### src/rtl/flsr_cfg.svh
// constants of the fuse, lock and signature reader: offsets, fields, counts
// assumes a 100 MHz core clock and a byte-addressed avalon register slave
`ifndef FLSR_CFG_SVH
`define FLSR_CFG_SVH

`define FLSR_CTRL_INDEX      8'h37
`define FLSR_STAT_INDEX      8'h38
`define FLSR_CTRL_ADDR       8'hdc
`define FLSR_STAT_ADDR       8'he0

`define FLSR_BIT_ENABLE      0
`define FLSR_BIT_ERASE       1
`define FLSR_BIT_WRITE       2
`define FLSR_BIT_LOCK        3
`define FLSR_BIT_RWW_EN      4
`define FLSR_BIT_SIG         5
`define FLSR_BIT_BUSY        6
`define FLSR_BIT_INT_EN      7

`define FLSR_PTR_FUSE_LOW    2'h0
`define FLSR_PTR_LOCK        2'h1
`define FLSR_PTR_FUSE_EXT    2'h2
`define FLSR_PTR_FUSE_HIGH   2'h3
`define FLSR_SIG_ID1         3'h0
`define FLSR_SIG_CAL         3'h1
`define FLSR_SIG_ID2         3'h2
`define FLSR_SIG_GAIN        3'h3
`define FLSR_SIG_ID3         3'h4
`define FLSR_RESERVED_BYTE   8'hff
`define FLSR_LOCK_PAD        2'h3

`define FLSR_BLOCK_START     15'h3800
`define FLSR_LOAD_OPEN       3'h1
`define FLSR_STORE_WINDOW    3'h4
`define FLSR_SIG_LAST        3'h2
`define FLSR_WIN_LAST        3'h1

`define FLSR_CLK_PERIOD_NS   10
`define FLSR_PROG_MIN_NS     3700000
`define FLSR_PROG_MAX_NS     4500000
`define FLSR_PROG_CYCLES     ((`FLSR_PROG_MIN_NS + `FLSR_CLK_PERIOD_NS - 1) / `FLSR_CLK_PERIOD_NS)
`define FLSR_PROG_W          19

`endif

### src/rtl/flsr_pkg.sv
// types of the fuse, lock and signature reader
// assumes flsr_cfg.svh is compiled alongside
`default_nettype none
package flsr_pkg;

  typedef enum logic [4:0] {
    mode_idle  = 5'h01,
    mode_info  = 5'h02,
    mode_sig   = 5'h04,
    mode_store = 5'h08,
    mode_prog  = 5'h10
  } flsr_mode_t;

  typedef enum logic [2:0] {
    op_none   = 3'h0,
    op_erase  = 3'h1,
    op_write  = 3'h2,
    op_lock   = 3'h3,
    op_load   = 3'h4,
    op_rww_en = 3'h5
  } flsr_op_t;

  typedef struct packed {
    flsr_mode_t  mode;
    logic [4:0]  cmd;
    logic        int_en;
    logic        conc_busy;
    logic        prog_blocking;
    logic        ack;
    logic [31:0] rdata;
    logic [7:0]  load_data;
    logic        load_valid;
    logic        op_start;
    flsr_op_t    op_code;
    logic [15:0] op_addr;
    logic [15:0] op_data;
  } flsr_state_t;

endpackage : flsr_pkg
`default_nettype wire

### src/rtl/flsr_countdown.sv
// loadable down counter, stops at zero
// assumes a synchronous active-low clear
`default_nettype none
module flsr_countdown #(
  parameter int W = 3
) (
  input  wire logic         clk,
  input  wire logic         rst_n,
  input  wire logic         load,
  input  wire logic [W-1:0] load_value,
  output logic      [W-1:0] count,
  output logic              last
);

  typedef struct packed {
    logic [W-1:0] count;
  } flsr_cnt_t;

  flsr_cnt_t s;
  flsr_cnt_t next_s;

  always_comb begin
    next_s = s;
    if (!rst_n) begin
      next_s.count = '0;
    end else if (load) begin
      next_s.count = load_value;
    end else if (s.count != '0) begin
      next_s.count = s.count - W'(1);
    end
  end

  always_ff @(posedge clk) begin
    s <= next_s;
  end

  assign count = s.count;
  assign last  = (s.count == W'(1));

endmodule : flsr_countdown
`default_nettype wire

### src/rtl/flsr_info_mux.sv
// selects the fuse, lock or signature byte that a special load returns
// assumes programmed-bit inputs are 1 when the fuse or lock is programmed
`include "flsr_cfg.svh"
`default_nettype none
module flsr_info_mux #(
  parameter logic [7:0] ID1 = 8'h5a,  // arbitrary value
  parameter logic [7:0] ID2 = 8'ha5,  // arbitrary value
  parameter logic [7:0] ID3 = 8'h3c   // arbitrary value
) (
  input  wire logic       sig_mode,
  input  wire logic [2:0] ptr,
  input  wire logic [7:0] fuse_low_prog,
  input  wire logic [7:0] fuse_high_prog,
  input  wire logic [7:0] fuse_ext_prog,
  input  wire logic [5:0] lock_prog,
  input  wire logic [7:0] osc_cal,
  input  wire logic [7:0] temp_sensor_offset,
  input  wire logic [7:0] temp_sensor_gain,
  output logic      [7:0] info_byte
);

  logic [7:0] fuse_byte;
  logic [7:0] sig_byte;

  always_comb begin
    case (ptr[1:0])
      `FLSR_PTR_FUSE_LOW:  fuse_byte = ~fuse_low_prog;
      `FLSR_PTR_LOCK:      fuse_byte = {`FLSR_LOCK_PAD, ~lock_prog};
      `FLSR_PTR_FUSE_EXT:  fuse_byte = ~fuse_ext_prog;
      `FLSR_PTR_FUSE_HIGH: fuse_byte = ~fuse_high_prog;
      default:             fuse_byte = `FLSR_RESERVED_BYTE;
    endcase
    case (ptr)
      `FLSR_SIG_ID1:  sig_byte = ID1;
      `FLSR_SIG_CAL:  sig_byte = osc_cal;
      `FLSR_SIG_ID2:  sig_byte = ID2;
      `FLSR_SIG_GAIN: sig_byte = temp_sensor_gain;
      `FLSR_SIG_ID3:  sig_byte = ID3;
      default:        sig_byte = `FLSR_RESERVED_BYTE;
    endcase
    if (sig_mode) begin
      info_byte = sig_byte;
    end else begin
      info_byte = fuse_byte;
    end
  end

  // offset byte shares a pointer value with id two; kept reachable for lint
  logic unused_offset;
  assign unused_offset = ^temp_sensor_offset;

endmodule : flsr_info_mux
`default_nettype wire

### src/rtl/flsr_reader.sv
// self-programming control: fuse, lock and signature reads, timed flash ops
// assumes cpu load/store strobes are one-cycle pulses and flash read data
// arrives combinationally in the cycle of the read request
//
// The implementer's own choices: the address map and the Avalon-MM interface to the registers.
`include "flsr_cfg.svh"
`default_nettype none
module flsr_reader #(
  parameter int PROG_CYCLES = `FLSR_PROG_CYCLES
) (
  input  wire logic        clk,
  input  wire logic        rst_n,
  input  wire logic        por_n,
  input  wire logic [7:0]  avs_address,
  input  wire logic        avs_read,
  input  wire logic        avs_write,
  input  wire logic [31:0] avs_writedata,
  input  wire logic [3:0]  avs_byteenable,
  output logic      [31:0] avs_readdata,
  output logic             avs_waitrequest,
  input  wire logic        load_req,
  input  wire logic        store_req,
  input  wire logic [15:0] z_ptr,
  input  wire logic [15:0] store_data,
  output logic      [7:0]  load_data,
  output logic             load_valid,
  output logic             flash_rd_req,
  output logic      [14:0] flash_rd_addr,
  input  wire logic [15:0] flash_rd_data,
  input  wire logic        eeprom_write_pending,
  input  wire logic [7:0]  fuse_low_prog,
  input  wire logic [7:0]  fuse_high_prog,
  input  wire logic [7:0]  fuse_ext_prog,
  input  wire logic [5:0]  lock_prog,
  input  wire logic [7:0]  osc_cal,
  input  wire logic [7:0]  temp_sensor_offset,
  input  wire logic [7:0]  temp_sensor_gain,
  output logic             flash_op_start,
  output flsr_pkg::flsr_op_t flash_op_code,
  output logic      [15:0] flash_op_addr,
  output logic      [15:0] flash_op_data,
  output logic             cpu_halt,
  output logic             concurrent_section_busy
);

  flsr_pkg::flsr_state_t s;
  flsr_pkg::flsr_state_t next_s;

  logic [2:0]              win_count;
  logic                    win_last;
  logic                    win_load;
  logic [`FLSR_PROG_W-1:0] prog_count;
  logic                    prog_last;
  logic                    prog_load;
  logic [7:0]              info_byte;

  logic       acc;
  logic       do_write;
  logic       ctrl_sel;
  logic       stat_sel;
  logic       self_prog_enable;
  logic       prog_active;
  logic       special_load;
  logic       store_ok;
  logic       conc_target;
  logic [7:0] self_prog_control_reg;
  logic [7:0] status_reg;
  logic [7:0] flash_byte;
  logic       cmd_erase;
  logic       cmd_write;
  logic       cmd_rww_en;

  localparam logic [`FLSR_PROG_W-1:0] PROG_LOAD = `FLSR_PROG_W'(PROG_CYCLES);

  flsr_countdown #(
    .W (3)
  ) u_window (
    .clk        (clk),
    .rst_n      (rst_n),
    .load       (win_load),
    .load_value (`FLSR_STORE_WINDOW),
    .count      (win_count),
    .last       (win_last)
  );

  // programming timer survives system reset; only power-on clears it
  flsr_countdown #(
    .W (`FLSR_PROG_W)
  ) u_prog_timer (
    .clk        (clk),
    .rst_n      (por_n),
    .load       (prog_load),
    .load_value (PROG_LOAD),
    .count      (prog_count),
    .last       (prog_last)
  );

  flsr_info_mux u_info (
    .sig_mode           (s.mode == flsr_pkg::mode_sig),
    .ptr                (z_ptr[2:0]),
    .fuse_low_prog      (fuse_low_prog),
    .fuse_high_prog     (fuse_high_prog),
    .fuse_ext_prog      (fuse_ext_prog),
    .lock_prog          (lock_prog),
    .osc_cal            (osc_cal),
    .temp_sensor_offset (temp_sensor_offset),
    .temp_sensor_gain   (temp_sensor_gain),
    .info_byte          (info_byte)
  );

  // register view
  assign prog_active      = (s.mode == flsr_pkg::mode_prog);
  assign self_prog_enable = (s.mode != flsr_pkg::mode_idle);
  assign self_prog_control_reg = {s.int_en, s.conc_busy, s.cmd, self_prog_enable};
  assign status_reg = {eeprom_write_pending, cpu_halt, 1'b0, s.mode};

  assign acc             = avs_read | avs_write;
  assign avs_waitrequest = acc & ~s.ack;
  assign do_write        = avs_write & s.ack & avs_byteenable[0];
  assign ctrl_sel        = (avs_address == `FLSR_CTRL_ADDR);
  assign stat_sel        = (avs_address == `FLSR_STAT_ADDR);

  // special reads only inside the three-cycle load window
  assign special_load = ((s.mode == flsr_pkg::mode_info) ||
                         (s.mode == flsr_pkg::mode_sig)) &&
                        (win_count > `FLSR_LOAD_OPEN);
  assign store_ok = store_req && (win_count != 3'h0) &&
                    ((s.mode == flsr_pkg::mode_info) ||
                     (s.mode == flsr_pkg::mode_store));
  assign conc_target = (z_ptr[15:1] < `FLSR_BLOCK_START);

  // stored command bits, bit 0 of cmd is the erase bit
  assign cmd_erase  = s.cmd[`FLSR_BIT_ERASE-1];
  assign cmd_write  = s.cmd[`FLSR_BIT_WRITE-1];
  assign cmd_rww_en = s.cmd[`FLSR_BIT_RWW_EN-1];

  // ordinary flash read, byte picked by the low pointer bit
  assign flash_rd_req  = load_req & ~special_load;
  assign flash_rd_addr = z_ptr[15:1];
  assign flash_byte    = z_ptr[0] ? flash_rd_data[15:8] : flash_rd_data[7:0];

  always_comb begin
    next_s       = s;
    win_load     = 1'b0;
    prog_load    = 1'b0;
    next_s.ack        = acc & ~s.ack;
    next_s.load_valid = 1'b0;
    next_s.op_start   = 1'b0;

    // register read data captured in the wait cycle
    if (avs_read && !s.ack) begin
      if (ctrl_sel) begin
        next_s.rdata = {24'h000000, self_prog_control_reg};
      end else if (stat_sel) begin
        next_s.rdata = {24'h000000, status_reg};
      end else begin
        next_s.rdata = 32'h00000000;
      end
    end

    // window expiry without the expected instruction, or end of the program timer
    case (s.mode)
      flsr_pkg::mode_sig: begin
        if (win_count == `FLSR_SIG_LAST && !load_req) begin
          next_s.mode = flsr_pkg::mode_idle;
          next_s.cmd  = 5'h00;
        end
      end
      flsr_pkg::mode_info: begin
        if (win_last && !store_req) begin
          next_s.mode = flsr_pkg::mode_idle;
          next_s.cmd  = 5'h00;
        end
      end
      flsr_pkg::mode_store: begin
        if (win_last && !store_req) begin
          next_s.mode = flsr_pkg::mode_idle;
          next_s.cmd  = 5'h00;
        end
      end
      flsr_pkg::mode_prog: begin
        if (prog_last) begin
          next_s.mode          = flsr_pkg::mode_idle;
          next_s.cmd           = 5'h00;
          next_s.prog_blocking = 1'b0;
        end
      end
      flsr_pkg::mode_idle: begin
        next_s.cmd = 5'h00;
      end
      default: begin
        next_s.mode = flsr_pkg::mode_idle;
        next_s.cmd  = 5'h00;
      end
    endcase

    // cpu load
    if (load_req) begin
      next_s.load_valid = 1'b1;
      if (special_load) begin
        next_s.load_data = info_byte;
        next_s.mode      = flsr_pkg::mode_idle;
        next_s.cmd       = 5'h00;
      end else begin
        next_s.load_data = flash_byte;
      end
    end

    // cpu store inside the four-cycle window
    if (store_ok) begin
      next_s.op_start = 1'b1;
      next_s.op_addr  = z_ptr;
      next_s.op_data  = store_data;
      next_s.mode     = flsr_pkg::mode_idle;
      next_s.cmd      = 5'h00;
      if (s.mode == flsr_pkg::mode_info) begin
        next_s.op_code = flsr_pkg::op_lock;
        next_s.mode    = flsr_pkg::mode_prog;
        next_s.cmd     = s.cmd;
        prog_load      = 1'b1;
      end else if (cmd_erase || cmd_write) begin
        next_s.op_code = cmd_erase ? flsr_pkg::op_erase : flsr_pkg::op_write;
        next_s.mode    = flsr_pkg::mode_prog;
        next_s.cmd     = s.cmd;
        prog_load      = 1'b1;
        if (conc_target) begin
          next_s.conc_busy = 1'b1;
        end else begin
          next_s.prog_blocking = 1'b1;
        end
      end else if (cmd_rww_en) begin
        next_s.op_code   = flsr_pkg::op_rww_en;
        next_s.conc_busy = 1'b0;
      end else begin
        next_s.op_code   = flsr_pkg::op_load;
        next_s.conc_busy = 1'b0;
      end
    end

    // control register write; command bits held off while eeprom writes or flash programs, int_en always taken
    if (do_write && ctrl_sel) begin
      next_s.int_en = avs_writedata[`FLSR_BIT_INT_EN];
      if (!eeprom_write_pending && !prog_active && !store_ok) begin
        if (avs_writedata[`FLSR_BIT_ENABLE]) begin
          win_load   = 1'b1;
          next_s.cmd = avs_writedata[`FLSR_BIT_SIG:`FLSR_BIT_ERASE];
          if (avs_writedata[`FLSR_BIT_SIG]) begin
            next_s.mode = flsr_pkg::mode_sig;
          end else if (avs_writedata[`FLSR_BIT_LOCK]) begin
            next_s.mode = flsr_pkg::mode_info;
          end else begin
            next_s.mode = flsr_pkg::mode_store;
          end
        end else begin
          next_s.mode = flsr_pkg::mode_idle;
          next_s.cmd  = 5'h00;
        end
      end
    end

    // system reset clears commands but lets a running program op finish
    if (!rst_n) begin
      next_s.cmd        = 5'h00;
      next_s.int_en     = 1'b0;
      next_s.ack        = 1'b0;
      next_s.rdata      = 32'h00000000;
      next_s.load_data  = 8'h00;
      next_s.load_valid = 1'b0;
      next_s.op_start   = 1'b0;
      next_s.op_code    = flsr_pkg::op_none;
      next_s.op_addr    = 16'h0000;
      next_s.op_data    = 16'h0000;
      if (!prog_active) begin
        next_s.mode          = flsr_pkg::mode_idle;
        next_s.prog_blocking = 1'b0;
      end else begin
        // the timer still ends the running op
        next_s.mode          = prog_last ? flsr_pkg::mode_idle : flsr_pkg::mode_prog;
        next_s.prog_blocking = prog_last ? 1'b0 : s.prog_blocking;
      end
      prog_load = 1'b0;
    end

    // power-on clears all state and the program timer, but not the window counter
    if (!por_n) begin
      next_s.mode          = flsr_pkg::mode_idle;
      next_s.cmd           = 5'h00;
      next_s.int_en        = 1'b0;
      next_s.conc_busy     = 1'b0;
      next_s.prog_blocking = 1'b0;
      next_s.ack           = 1'b0;
      next_s.rdata         = 32'h00000000;
      next_s.load_data     = 8'h00;
      next_s.load_valid    = 1'b0;
      next_s.op_start      = 1'b0;
      next_s.op_code       = flsr_pkg::op_none;
      next_s.op_addr       = 16'h0000;
      next_s.op_data       = 16'h0000;
      prog_load            = 1'b0;
      win_load             = 1'b0;
    end
  end

  always_ff @(posedge clk) begin
    s <= next_s;
  end

  assign avs_readdata            = s.rdata;
  assign load_data               = s.load_data;
  assign load_valid              = s.load_valid;
  assign flash_op_start          = s.op_start;
  assign flash_op_code           = s.op_code;
  assign flash_op_addr           = s.op_addr;
  assign flash_op_data           = s.op_data;
  assign cpu_halt                = prog_active & s.prog_blocking;
  assign concurrent_section_busy = s.conc_busy;

  logic unused_prog;
  assign unused_prog = ^prog_count;

endmodule : flsr_reader
`default_nettype wire

### config.mk
export PLATFORM = sky130hd
export DESIGN_NAME = flsr_reader
export DESIGN_NICKNAME = d
export VERILOG_FILES = /design/src/rtl/flsr_pkg.sv /design/src/rtl/flsr_countdown.sv /design/src/rtl/flsr_info_mux.sv /design/src/rtl/flsr_reader.sv
export VERILOG_INCLUDE_DIRS = /design/src /design/src/rtl
export SDC_FILE = /design/constraint.sdc
export NUM_CORES = 1
export LEC_CHECK = 0
export BUFFER_PORTS_ARGS = -buffer_cell sky130_fd_sc_hd__buf_2
export CELL_PAD_IN_SITES_DETAIL_PLACEMENT = 1
export CELL_PAD_IN_SITES_GLOBAL_PLACEMENT = 2
export CORE_MARGIN = 2
export CORE_UTILIZATION = 26
export CTS_BUF_LIST = sky130_fd_sc_hd__clkbuf_4 sky130_fd_sc_hd__clkbuf_8
export CTS_CLUSTER_SIZE = 20
export DETAILED_ROUTE_END_ITERATION = 10
export GPL_ROUTABILITY_DRIVEN = 0
export PLACE_DENSITY_LB_ADDON = 0.2
export SLEW_MARGIN = 0
export SYNTH_ARGS = -nofsm -noshare
export SYNTH_HDL_FRONTEND = slang
export SYNTH_SLANG_ARGS = --single-unit
export TNS_END_PERCENT = 100
### constraint.sdc
create_clock -name clk -period 2.9 [get_ports clk]
set_input_delay 0.87 -clock clk [delete_from_list [all_inputs] [get_ports clk]]
set_output_delay 0.87 -clock clk [all_outputs]
set_load 0.01 [all_outputs]
# Yosys cells after proc, flatten, opt, wreduce, memory -nomap -nowiden
# Cells that the tools add are included.
[word_totals]
reg_bits = 113
out_inout_bits = 96
[classes]
addsub = 2
magnitude_cmp = 2
n_eq_ne = 19
muxes = 55
bitwise_logic = 15
n_reduce_logical = 29
[ops]
columns = ["cell", "count"]
rows = [
  ["$mux W10", 10],
  ["$mux W79", 1],
  ["$mux W8", 5],
  ["$pmux W8 S5", 1],
  ["$mux W19", 2],
  ["$mux W36", 1],
  ["$mux W32", 1],
  ["$pmux W8 S4", 1],
  ["$not A8 Y8", 3],
  ["$mux W11", 2],
  ["$pmux W5 S4", 1],
  ["$eq A19 B1 Y1 const B", 1],
  ["$mux W1", 19],
  ["$reduce_bool A19 Y1", 1],
  ["$sub A19 B1 Y19 const B", 1],
  ["$eq A8 B8 Y1 const B", 2],
  ["$lt A15 B14 Y1 const B", 1],
  ["$pmux W5 S3", 1],
  ["$mux W3", 4],
  ["$mux W5", 2],
  ["$eq A3 B2 Y1 const B", 3],
  ["$logic_and A1 B1 Y1", 9],
  ["$mux W9", 1],
  ["$mux W4", 2],
  ["other kinds (27)", 47],
]

# Logic depth before layout (Yosys ltp)
# Gate-level depths: netlist of the first run.
[depth]
word_depth = 10
ltp_mapped = 9

# Cells and area by module
# From an unflattened synthesis of the first run, not the netlist that was laid out.
[unflattened]
hier_cells = 642
hier_area_um2 = 5352.6
[modules_own_cells]
columns = ["mod", "n_inst", "cells_per_inst", "area_each_um2"]
rows = [
  ["flsr_reader", 1, 441, 3603.5],
  ["flsr_countdown (u_prog_timer)", 1, 126, 1051.0],
  ["flsr_info_mux", 1, 52, 478.0],
  ["flsr_countdown (u_window)", 1, 23, 220.2],
]

# Least setup slack after synthesis of the first run
# No wires, ideal clock.
[synth_path]
kind = "input to register"
startpoint = "input port avs_address[0]"
endpoint = "register s[87] (netlist name)"
setup_ns = 0.059
arrival_ns = 2.538
setup_slack_ns = 0.303
stages = 5
cell_sequence = "nand4bb_1 -> a311o_1 -> nor4_1 -> and3b_1 -> a31o_2"
[synth_between]
elab_chain_len = 4
[synth_lines]
columns = ["item", "line_no", "source"]
rows = [
  ["start, declared", "flsr_reader.sv:14", "input wire logic [7:0] avs_address,"],
  ["$eq A8 B8 Y1 (no source line)", "--", ""],
  ["$logic_and A1 B1 Y1", "flsr_reader.sv:241", "if (do_write && ctrl_sel) begin"],
  ["$mux W11", "flsr_reader.sv:241", ""],
  ["$mux W11", "flsr_reader.sv:262", "if (!rst_n) begin"],
  ["end signal, assigned", "flsr_reader.sv:305", "s <= next_s;"],
  ["end, declared", "flsr_reader.sv:46", "flsr_pkg::flsr_state_t s;"],
]
# Every way passes these cells.
# A chain may end at the register's enable or synchronous reset.

# Worst setup path after layout of the first run
[layout_path]
startpoint = "register s[87] (netlist name)"
endpoint = "output port cpu_halt"
[layout_between]
elab_chain_len = 2
[layout_lines]
columns = ["item", "line_no", "source"]
rows = [
  ["$eq A5 B5 Y1", "flsr_reader.sv:112", "assign prog_active = (s.mode == flsr_pkg::mode_prog);"],
  ["$and A1 B1 Y1", "flsr_reader.sv:315", "assign cpu_halt = prog_active & s.prog_blocking;"],
  ["end, declared", "flsr_reader.sv:42", "output logic cpu_halt,"],
]
# Every way passes these cells.

==> results of run 1 <==
worst max path at each step:
stage                               from          endpoint  slack [ns]  depth (start not counted)
after CTS                          s[87]          cpu_halt        0.09                          4
after global placement         store_req  flash_op_code[0]        0.20                          5
after floorplan           avs_address[0]             s[87]        0.30                          5
final                              s[87]          cpu_halt        0.21                          4
after detailed placement       store_req  flash_op_code[0]        0.19                          5
after global routing               s[87]          cpu_halt        0.03                          4
area by class of cell:
class                      count  area [um2]
sequential                    89        1780
multi-input combinational    414        2550
antenna                        1        2.50
clock buffer                   9         124
fill                        2425       13400
tap                          265         332
timing repair buffer         208        1090
inverter                      12        45.0
clock inverter                 7        76.3
cells by family after synthesis:
| kind of cell | share of synthesized area [%] |
|---|---|
| xor gates and xnor gates | 1.37 |
| buffers and inverters | 17.3 |
| DFF | 34.8 |
| AOI/OAI and AO/OA | 20.3 |
| other | 0.0732 |
| and+or+nand+nor | 19.8 |
| adders and majority gates | 1.71 |
| muxes | 4.64 |
cell usage in the layout (no fill, tap or decap), drive strengths merged, types with 9 or more instances in the layout:
cell type,instances
buf,208
dfxtp,89
nand2,87
a21oi,49
nor2,40
conb,24
nand2b,15
inv,15
or3,13
o21ai,13
nor3,13
a211oi,11
a31oi,11
nor4,9
clkbuf,9
state kept, by name (all words and copies together) (netlist names), 3 cells and up:
register and count:
u_window.count 3, u_prog_timer.count 19, load_data 8, flash_op_data 16, s 10, avs_readdata 8
flash_op_code 3, flash_op_addr 16
power by group:
group          switching, mW  leakage (nW)  total (mW)  internal, mW
clock network          0.509         0.102       0.917         0.408
registers              0.156         0.722        1.53          1.37
logic                  0.799          1.70        1.39         0.589
through the flow:
step / setup slack [ns] / hold WS [ns]
floorplan: 0.303 / 0.437
global placement: 0.197 / 0.439
detailed placement: 0.195 / 0.447
CTS: 0.0948 / 0.461
global route: 0.0251 / 0.481
finish: 0.212 / 0.458
worst reg2reg max path: cells and delay by family (launching register included):
family             cells  cell delay, ns
and+or+nand+nor        3            1.24
AOI/OAI and AO/OA      2            0.87
DFF                    1            0.37
routing by layer:
layer  GRT usage [%]  vias to the layer above  share of wire (%)
met2            26.5                      143                 49
met4            5.16                        0                1.0
li1                -                     2321                  -
met1            19.4                     2194                 44
met3            3.81                        9                6.0
met5               0                        -                  0
==> flow_summary_export.csv, run 1 <==
group,metric,value,unit
global_route,grt_pass1_wl,25.5,mm
routing,vias,4667,
worst_setup_path,worstRegToRegCells,5,
floorplan,die_w,144,um
place,placed_cell_area,5790,um2
hold_path,whs_path_depth,2,
worst_setup_path,critical_path_class,"flip-flop to output port",
synth,synth_area,5120,um2
synth,syn_avg_cell_area,8.28,um2
clocking,clock_latency,0.38,ns
finish,fin_cells,1005,
worst_setup_path,crit_path_end_kind,"output port",
finish,drive_gt1_share,32.9,%
routing,drtPass1Iterations,4,
floorplan,rows,51,
status,status,"finished clean",
clocking,cts_max_level,3,
worst_setup_path,cp_top_family,"simple AND/OR/NAND/NOR gates",
pwr,power_per_cell_area,639,nW/um2
routing,wl_per_cell,16.0,um
sta,slew_headroom,55.9,%
synth,synth-edff-count,0,
clocking,cts_resized,0,
worst_setup_path,slowest_delay,0.44,ns
synth,synth_cells,619,
sta,finalCritPeriodShare,92.7,%
routing,ant_nets,0,
clocking,clk_path_buf_depth,2,
global_route,grt.total_usage,15.6,%
synth,ys_types,62,
global_route,grt_start_max_net_pins,39,
worst_setup_path,r2r_slack,0.29,ns
synth,synth_area_leaders,"dfxtp_1, buf_4, nand2_1",
synth,synth_warnings,0,
worst_setup_path,cp_data_arrival_time,1.82,ns
place,port_buffers,189,
clocking,cts_setup_buffers,0,
global_route,grt-ovfl-total,0,
clocking,cts_tree,"yes",
clocking,clock-sinks,89,
sta,fin_setup_tns,0,ns
global_route,first_global_vias,4846,
sta,worstMarginPinSlew,0.655,ns
synth,ys_top_cells_by_count,"buf_4, dfxtp_1, nand2_1, a21oi_1, nor2_1",
routing,postRouteWirelength,16.1,mm
place,hpwl,12.9,mm
place,dp.cells,988,
pwr,irDropWorstVdd,0.259,mV
synth,yosysTopAreaCell,"dfxtp_1",
clocking,cts_root_buf,"clkbuf_8",
worst_setup_path,crit_buf_inv,1,
routing,drt_iter0_markers,140,
global_route,antenna_found_initial,0,
synth,synth_top_area_share,34.8,%
worst_setup_path,r2r_end,"u_prog_timer.count[8]",
routing,drc,0,
clocking,path_clk_slew,0.09,ns
hold_path,hp-start,"flash_op_data[5]",
floorplan,core_region_area,19400,um2
synth,synth-async-reset-ratio,0,%
worst_setup_path,required,2.03,ns
finish,syn2layout_area_growth,17.1,%
floorplan,die_y,144,um
floorplan,ioPinCount,250,
clocking,holdBufCountCts,0,
finish,nNetsFinal,895,
sta,min_period,2.69,ns
flow_run,maxCapViolations,0,
hold_path,hold_class,"flip-flop to flip-flop",
worst_setup_path,crit_path_cell_trace,"nor3_1 > nand3_1 > nor2_2 > buf_2",
finish,final_util,30.9,%
sta,finalSetupViolCount,0,
worst_setup_path,start_kind,"flip-flop",
worst_setup_path,reg2reg_from,"u_prog_timer.count[9]",
synth,synth_seq_cells,89,
sta,final_max_slew_viol_count,0,
floorplan,start_util,26.4,%
sta,fin_skew,0.0177,ns
pwr,power.leakage,2.53,nW
hold_path,hold_end,"flash_op_data[5]",
finish,fin_area,6000,um2
synth,synth_top_flop_cell,"dfxtp_1",
clocking,numCtsBuffers,9,
worst_setup_path,cp_max_fo,10,
sta,rsz0062_at_grt,"false",
floorplan,die_area,20800,um2
pwr,finalPower,3.83,mW
sta,fmax,372,MHz
synth,yosysMostFrequentCell,"buf_4",
worst_setup_path,cp_slowest_cell,"dfxtp_1",
synth,ys_seq_area_share,34.8,%
routing,avgViaCountPerCell,4.64,
sta,hold_violations,0,
Note: power is estimated with default switching activity, not from simulation.
==> inputs of run 2 (changes only) <==
- ABC_AREA: default -> 1
- CORE_UTILIZATION: 26 -> 25
==> flow_summary_export.csv, run 2 <==
group,metric,value,unit
status,status,"finished clean",
sta,fmax,372,MHz
finish,largest_reg_flops,19,
synth,syn_avg_cell_area,7.03,um2
global_route,grt_pass1_wl,25.3,mm
global_route,grt-ovfl-total,0,
finish,fin_area,6140,um2
pwr,power_per_cell_area,650,nW/um2
sta,hold_violations,0,
finish,syn2layout_area_growth,16.8,%
pwr,finalPower,3.99,mW
worst_setup_path,crit_path_end_kind,"output port",
place,dp_slack,0.374,ns
floorplan,die_y,149,um
synth,synth_top_flop_cell,"dfxtp_1",
synth,synth_top_area_share,33.9,%
flow_run,maxCapViolations,0,
finish,final_util,29.5,%
synth,ys_top_cells_by_count,"nor2_1, nand2_1, buf_4, dfxtp_1, o21ai_0",
finish,final_common_cell,"buf_2",
synth,synth_area_leaders,"dfxtp_1, buf_4, nor2_1",
sta,final_max_slew_viol_count,0,
global_route,antenna_found_initial,1,
place,placed_cell_area,5920,um2
routing,drt_iter0_markers,178,
synth,ys_seq_area_share,33.9,%
clocking,clock_latency,0.38,ns
sta,fin_skew,0.00653,ns
worst_setup_path,critical_path_class,"flip-flop to output port",
routing,avgViaCountPerCell,4.32,
floorplan,rows,53,
synth,synth_cells,747,
worst_setup_path,cp_max_fo,7,
clocking,cts_tree,"yes",
synth,ys_types,44,
sta,setup_ws,0.212,ns
clocking,path_clk_slew,0.09,ns
worst_setup_path,start_kind,"flip-flop",
synth,synth_seq_cells,89,
clocking,cts_max_level,3,
sta,fin_setup_tns,0,ns
sta,holdWs,0.471,ns
synth,synth_area,5260,um2
finish,fin_cells,1151,
worst_setup_path,required,2.03,ns
place,port_buffers,189,
global_route,grt.total_usage,14.5,%
pwr,power.leakage,2.90,nW
floorplan,die_area,22200,um2
clocking,holdBufCountCts,0,
synth,synth-edff-count,0,
clocking,clock-sinks,89,
sta,finalCritPeriodShare,92.7,%
routing,drc,0,
synth,yosysMostFrequentCell,"nor2_1",
finish,drive_gt1_share,29.1,%
place,hpwl,13.1,mm
synth,synth-async-reset-ratio,0,%
routing,ant_nets,0,
global_route,grt_start_max_net_pins,34,
finish,n_fill_cell,2682,
floorplan,die_w,149,um
floorplan,core_region_area,20800,um2
hold_path,hold_class,"flip-flop to flip-flop",
floorplan,start_util,25.2,%
finish,nNetsFinal,1031,
pwr,irDropWorstVdd,0.263,mV
routing,postRouteWirelength,16.4,mm
finish,most-common-layout-cells,"buf_2, nor2_1, nand2_1",
floorplan,ioPinCount,250,
routing,wl_per_cell,14.2,um
place,dp.cells,1134,
worst_setup_path,cp_data_arrival_time,1.82,ns
routing,drtPass1Iterations,4,
clocking,cts_root_buf,"clkbuf_8",
sta,finalSetupViolCount,0,
clocking,clk_path_buf_depth,2,
sta,min_period,2.69,ns
routing,vias,4969,
sta,rsz0062_at_grt,"false",
synth,synth_warnings,0,
global_route,first_global_vias,4830,
synth,yosysTopAreaCell,"dfxtp_1",
clocking,numCtsBuffers,9,
[run 2: metal layers]
metal | track usage (%) | routed length, um | share of wire [%] | up-vias
met5 | 0 | 0 | 0 | -
met4 | 4.52 | 233 | 1.4 | 0
met3 | 3.58 | 1100 | 6.7 | 12
met2 | 23.4 | 7320 | 45 | 142
met1 | 19.0 | 7740 | 47 | 2241
li1 | - | - | - | 2574
[run 2: final timing paths]
path	from	to	depth (start not counted)	slack [ns]
worst min register to register	s[78]	s[78]	2	0.47
worst min-delay path	s[78]	s[78]	2	0.47
worst max register to register	u_window.count[0]	s[89]	11	0.80
worst max-delay path	s[88]	flash_rd_req	7	0.21
[run 2: repair_timing]
action / in CTS / in global routing
setup endpoints to repair: 0 / 1
resized for setup: 0 / 1
buffers inserted: 0 / 0
[run 2: cells by family (layout without fill, tap and decap cells)]
group | after synthesis | in the layout | share of synthesized area (%)
multiplexers | 3 | 3 | 0.571
adder cells (fa/ha/maj) | 7 | 7 | 1.67
other | 1 | 25 | 0.0714
buffers and inverters | 170 | 275 | 19.4
AO/OA/AOI/OAI | 146 | 146 | 15.5
XOR/XNOR | 8 | 8 | 1.33
AND/OR/NAND/NOR | 323 | 323 | 27.6
flip-flops | 89 | 89 | 33.9
[run 2: area by class of cell]
| class | count | area [um2] | share of cell area, % |
|---|---|---|---|
| Antenna cell | 1 | 2.50 | 0.0408 |
| Clock buffer | 9 | 124 | 2.02 |
| Clock inverter | 7 | 93.8 | 1.53 |
| Inverter | 59 | 221 | 3.61 |
| Multi-Input combinational cell | 511 | 2540 | 41.4 |
| Sequential cell | 89 | 1780 | 29.0 |
| Tap cell | 275 | 344 | 5.60 |
| Timing Repair Buffer | 200 | 1030 | 16.8 |
[run 2: report_power, final]
part	internal (mW)	leakage, nW	switching (mW)	total, mW
Combinational	0.558	2.07	0.938	1.50
Clock	0.485	0.106	0.493	0.978
Sequential	1.37	0.722	0.143	1.52
[run 2: worst max-delay path: stages (launching register included)]
cell and delay [ns]:
dfxtp_1 0.40, nor2_2 0.22, nand3_4 0.17, nand2_1 0.15
nand2_1 0.06, nand2_1 0.13, inv_1 0.15, buf_2 0.17
==> inputs of run 3 (changes only) <==
- RECOVER_POWER: default -> 25
==> flow_summary_export.csv, run 3 (synthesized netlist as in run 2, its figures left out) <==
group,metric,value,unit
status,status,"finished clean",
global_route,antenna_found_initial,1,
global_route,first_global_vias,4830,
clocking,cts_setup_buffers,0,
clocking,clock-sinks,89,
floorplan,die_y,149,um
global_route,grt_busiest_layer,"met2",
global_route,met3_usage,3.58,%
floorplan,die_w,149,um
routing,vias,4971,
sta,final_max_slew_viol_count,0,
sta,fin_setup_tns,0,ns
finish,drive_gt1_share,25.3,%
worst_setup_path,crit_path_cell_trace,"nor2_2 > nand3_4 > nand2_1 > nand2_1 > nand2_1 > inv_1 > buf_2",
worst_setup_path,cp_data_arrival_time,1.81,ns
pwr,power.leakage,2.75,nW
finish,syn2layout_area_growth,15.9,%
pwr,finalPower,3.99,mW
sta,rsz0062_at_grt,"false",
worst_setup_path,crit_buf_inv,2,
global_route,grt_pass1_wl,25.3,mm
clocking,cts_resized,0,
worst_setup_path,crit_path_end_kind,"output port",
global_route,gr-usage-met1,19.0,%
place,port_buffers,189,
flow_run,maxCapViolations,0,
routing,drt_iter0_markers,183,
floorplan,ioPinCount,250,
floorplan,die_area,22200,um2
finish,n_fill_cell,2697,
worst_setup_path,required,2.03,ns
routing,drc,0,
worst_setup_path,cp_common_cell,"nand2_1",
worst_setup_path,slowest_delay,0.39,ns
worst_setup_path,cp_max_fo,7,
floorplan,rows,53,
finish,final_common_cell,"buf_2",
routing,wl_per_cell,14.3,um
worst_setup_path,critical_path_class,"flip-flop to output port",
global_route,grt-ovfl-total,0,
worst_setup_path,cp_top_family,"simple AND/OR/NAND/NOR gates",
global_route,grt_start_max_net_pins,34,
clocking,clk_path_buf_depth,2,
routing,avgViaCountPerCell,4.32,
routing,ant_nets,0,
finish,largest_reg_flops,19,
clocking,clock_latency,0.38,ns
floorplan,start_util,25.2,%
pwr,power_per_cell_area,654,nW/um2
clocking,cts_tree,"yes",
sta,finalSetupViolCount,0,
clocking,path_clk_slew,0.09,ns
finish,most-common-layout-cells,"buf_2, nor2_1, nand2_1",
sta,hold_violations,0,
sta,fmax,373,MHz
sta,min_period,2.68,ns
routing,drtPass1Iterations,4,
sta,finalCritPeriodShare,92.3,%
global_route,grtUsageMet2,23.4,%
worst_setup_path,cp_slowest_cell,"dfxtp_1",
clocking,numCtsBuffers,9,
pwr,irDropWorstVdd,0.263,mV
clocking,holdBufCountCts,0,
sta,fin_skew,0.00608,ns
global_route,grt.total_usage,14.5,%
sta,slew_headroom,12.6,%
place,hpwl,13.1,mm
clocking,cts_max_level,3,
floorplan,core_region_area,20800,um2
routing,postRouteWirelength,16.4,mm
hold_path,hold_class,"flip-flop to flip-flop",
worst_setup_path,start_kind,"flip-flop",
clocking,cts_root_buf,"clkbuf_8",
sta,worstMarginPinSlew,1.31,ns
finish,nNetsFinal,1031,
## run 3: cell types whose count changed in the layout (fill, tap and decap cells not counted)
cell	before	now
buf_2	189	157
buf_4	11	9
clkbuf_1	0	34
## run 3: tightest hold or removal path, stage by stage, from the launching register on
cell     delay [ns]
dfxtp_1        0.33
nand2_1        0.06
nand2_1        0.05
## run 3: routing by layer
layer  routed length (um)  part of all wire [%]
met5                    0                     0
met4                  233                   1.4
met3                 1140                   7.0
met1                 7750                    47
met2                 7300                    44
## run 3: area by class of cell
cell class	instances	area [um2]	area share, %
Multi-Input combinational cell	511	2540	41.8
Sequential cell	89	1780	29.2
Timing Repair Buffer	200	981	16.1
Tap cell	275	344	5.65
Inverter	59	221	3.64
Clock buffer	9	124	2.03
Clock inverter	7	93.8	1.54
Antenna cell	1	2.50	0.0411
## run 3: power breakdown
part,internal [mW],switching [mW]
registers,1.37,0.143
logic,0.556,0.938
clock network,0.485,0.492
total,2.41,1.57
## run 3: worst paths after layout
path	slack, ns	endpoint	from	depth (start not counted)
max	0.22	flash_rd_req	s[88]	7
min	0.47	s[78]	s[78]	2
max reg2reg	0.79	s[89]	u_window.count[0]	11
min reg2reg	0.47	s[78]	s[78]	2
## run 3: through the flow
step,hold WS [ns],instances,instance area (um2),util [%],worst slack [ns]
global route,0.506,1150,6090,29.2,0.00968
finish,0.471,1151,6090,29.3,0.222
global placement,0.432,1134,5920,28.4,0.377
floorplan,0.419,770,5340,-,0.885
CTS,0.472,1150,6130,29.5,0.0825
detailed placement,0.458,1134,5920,28.4,0.374
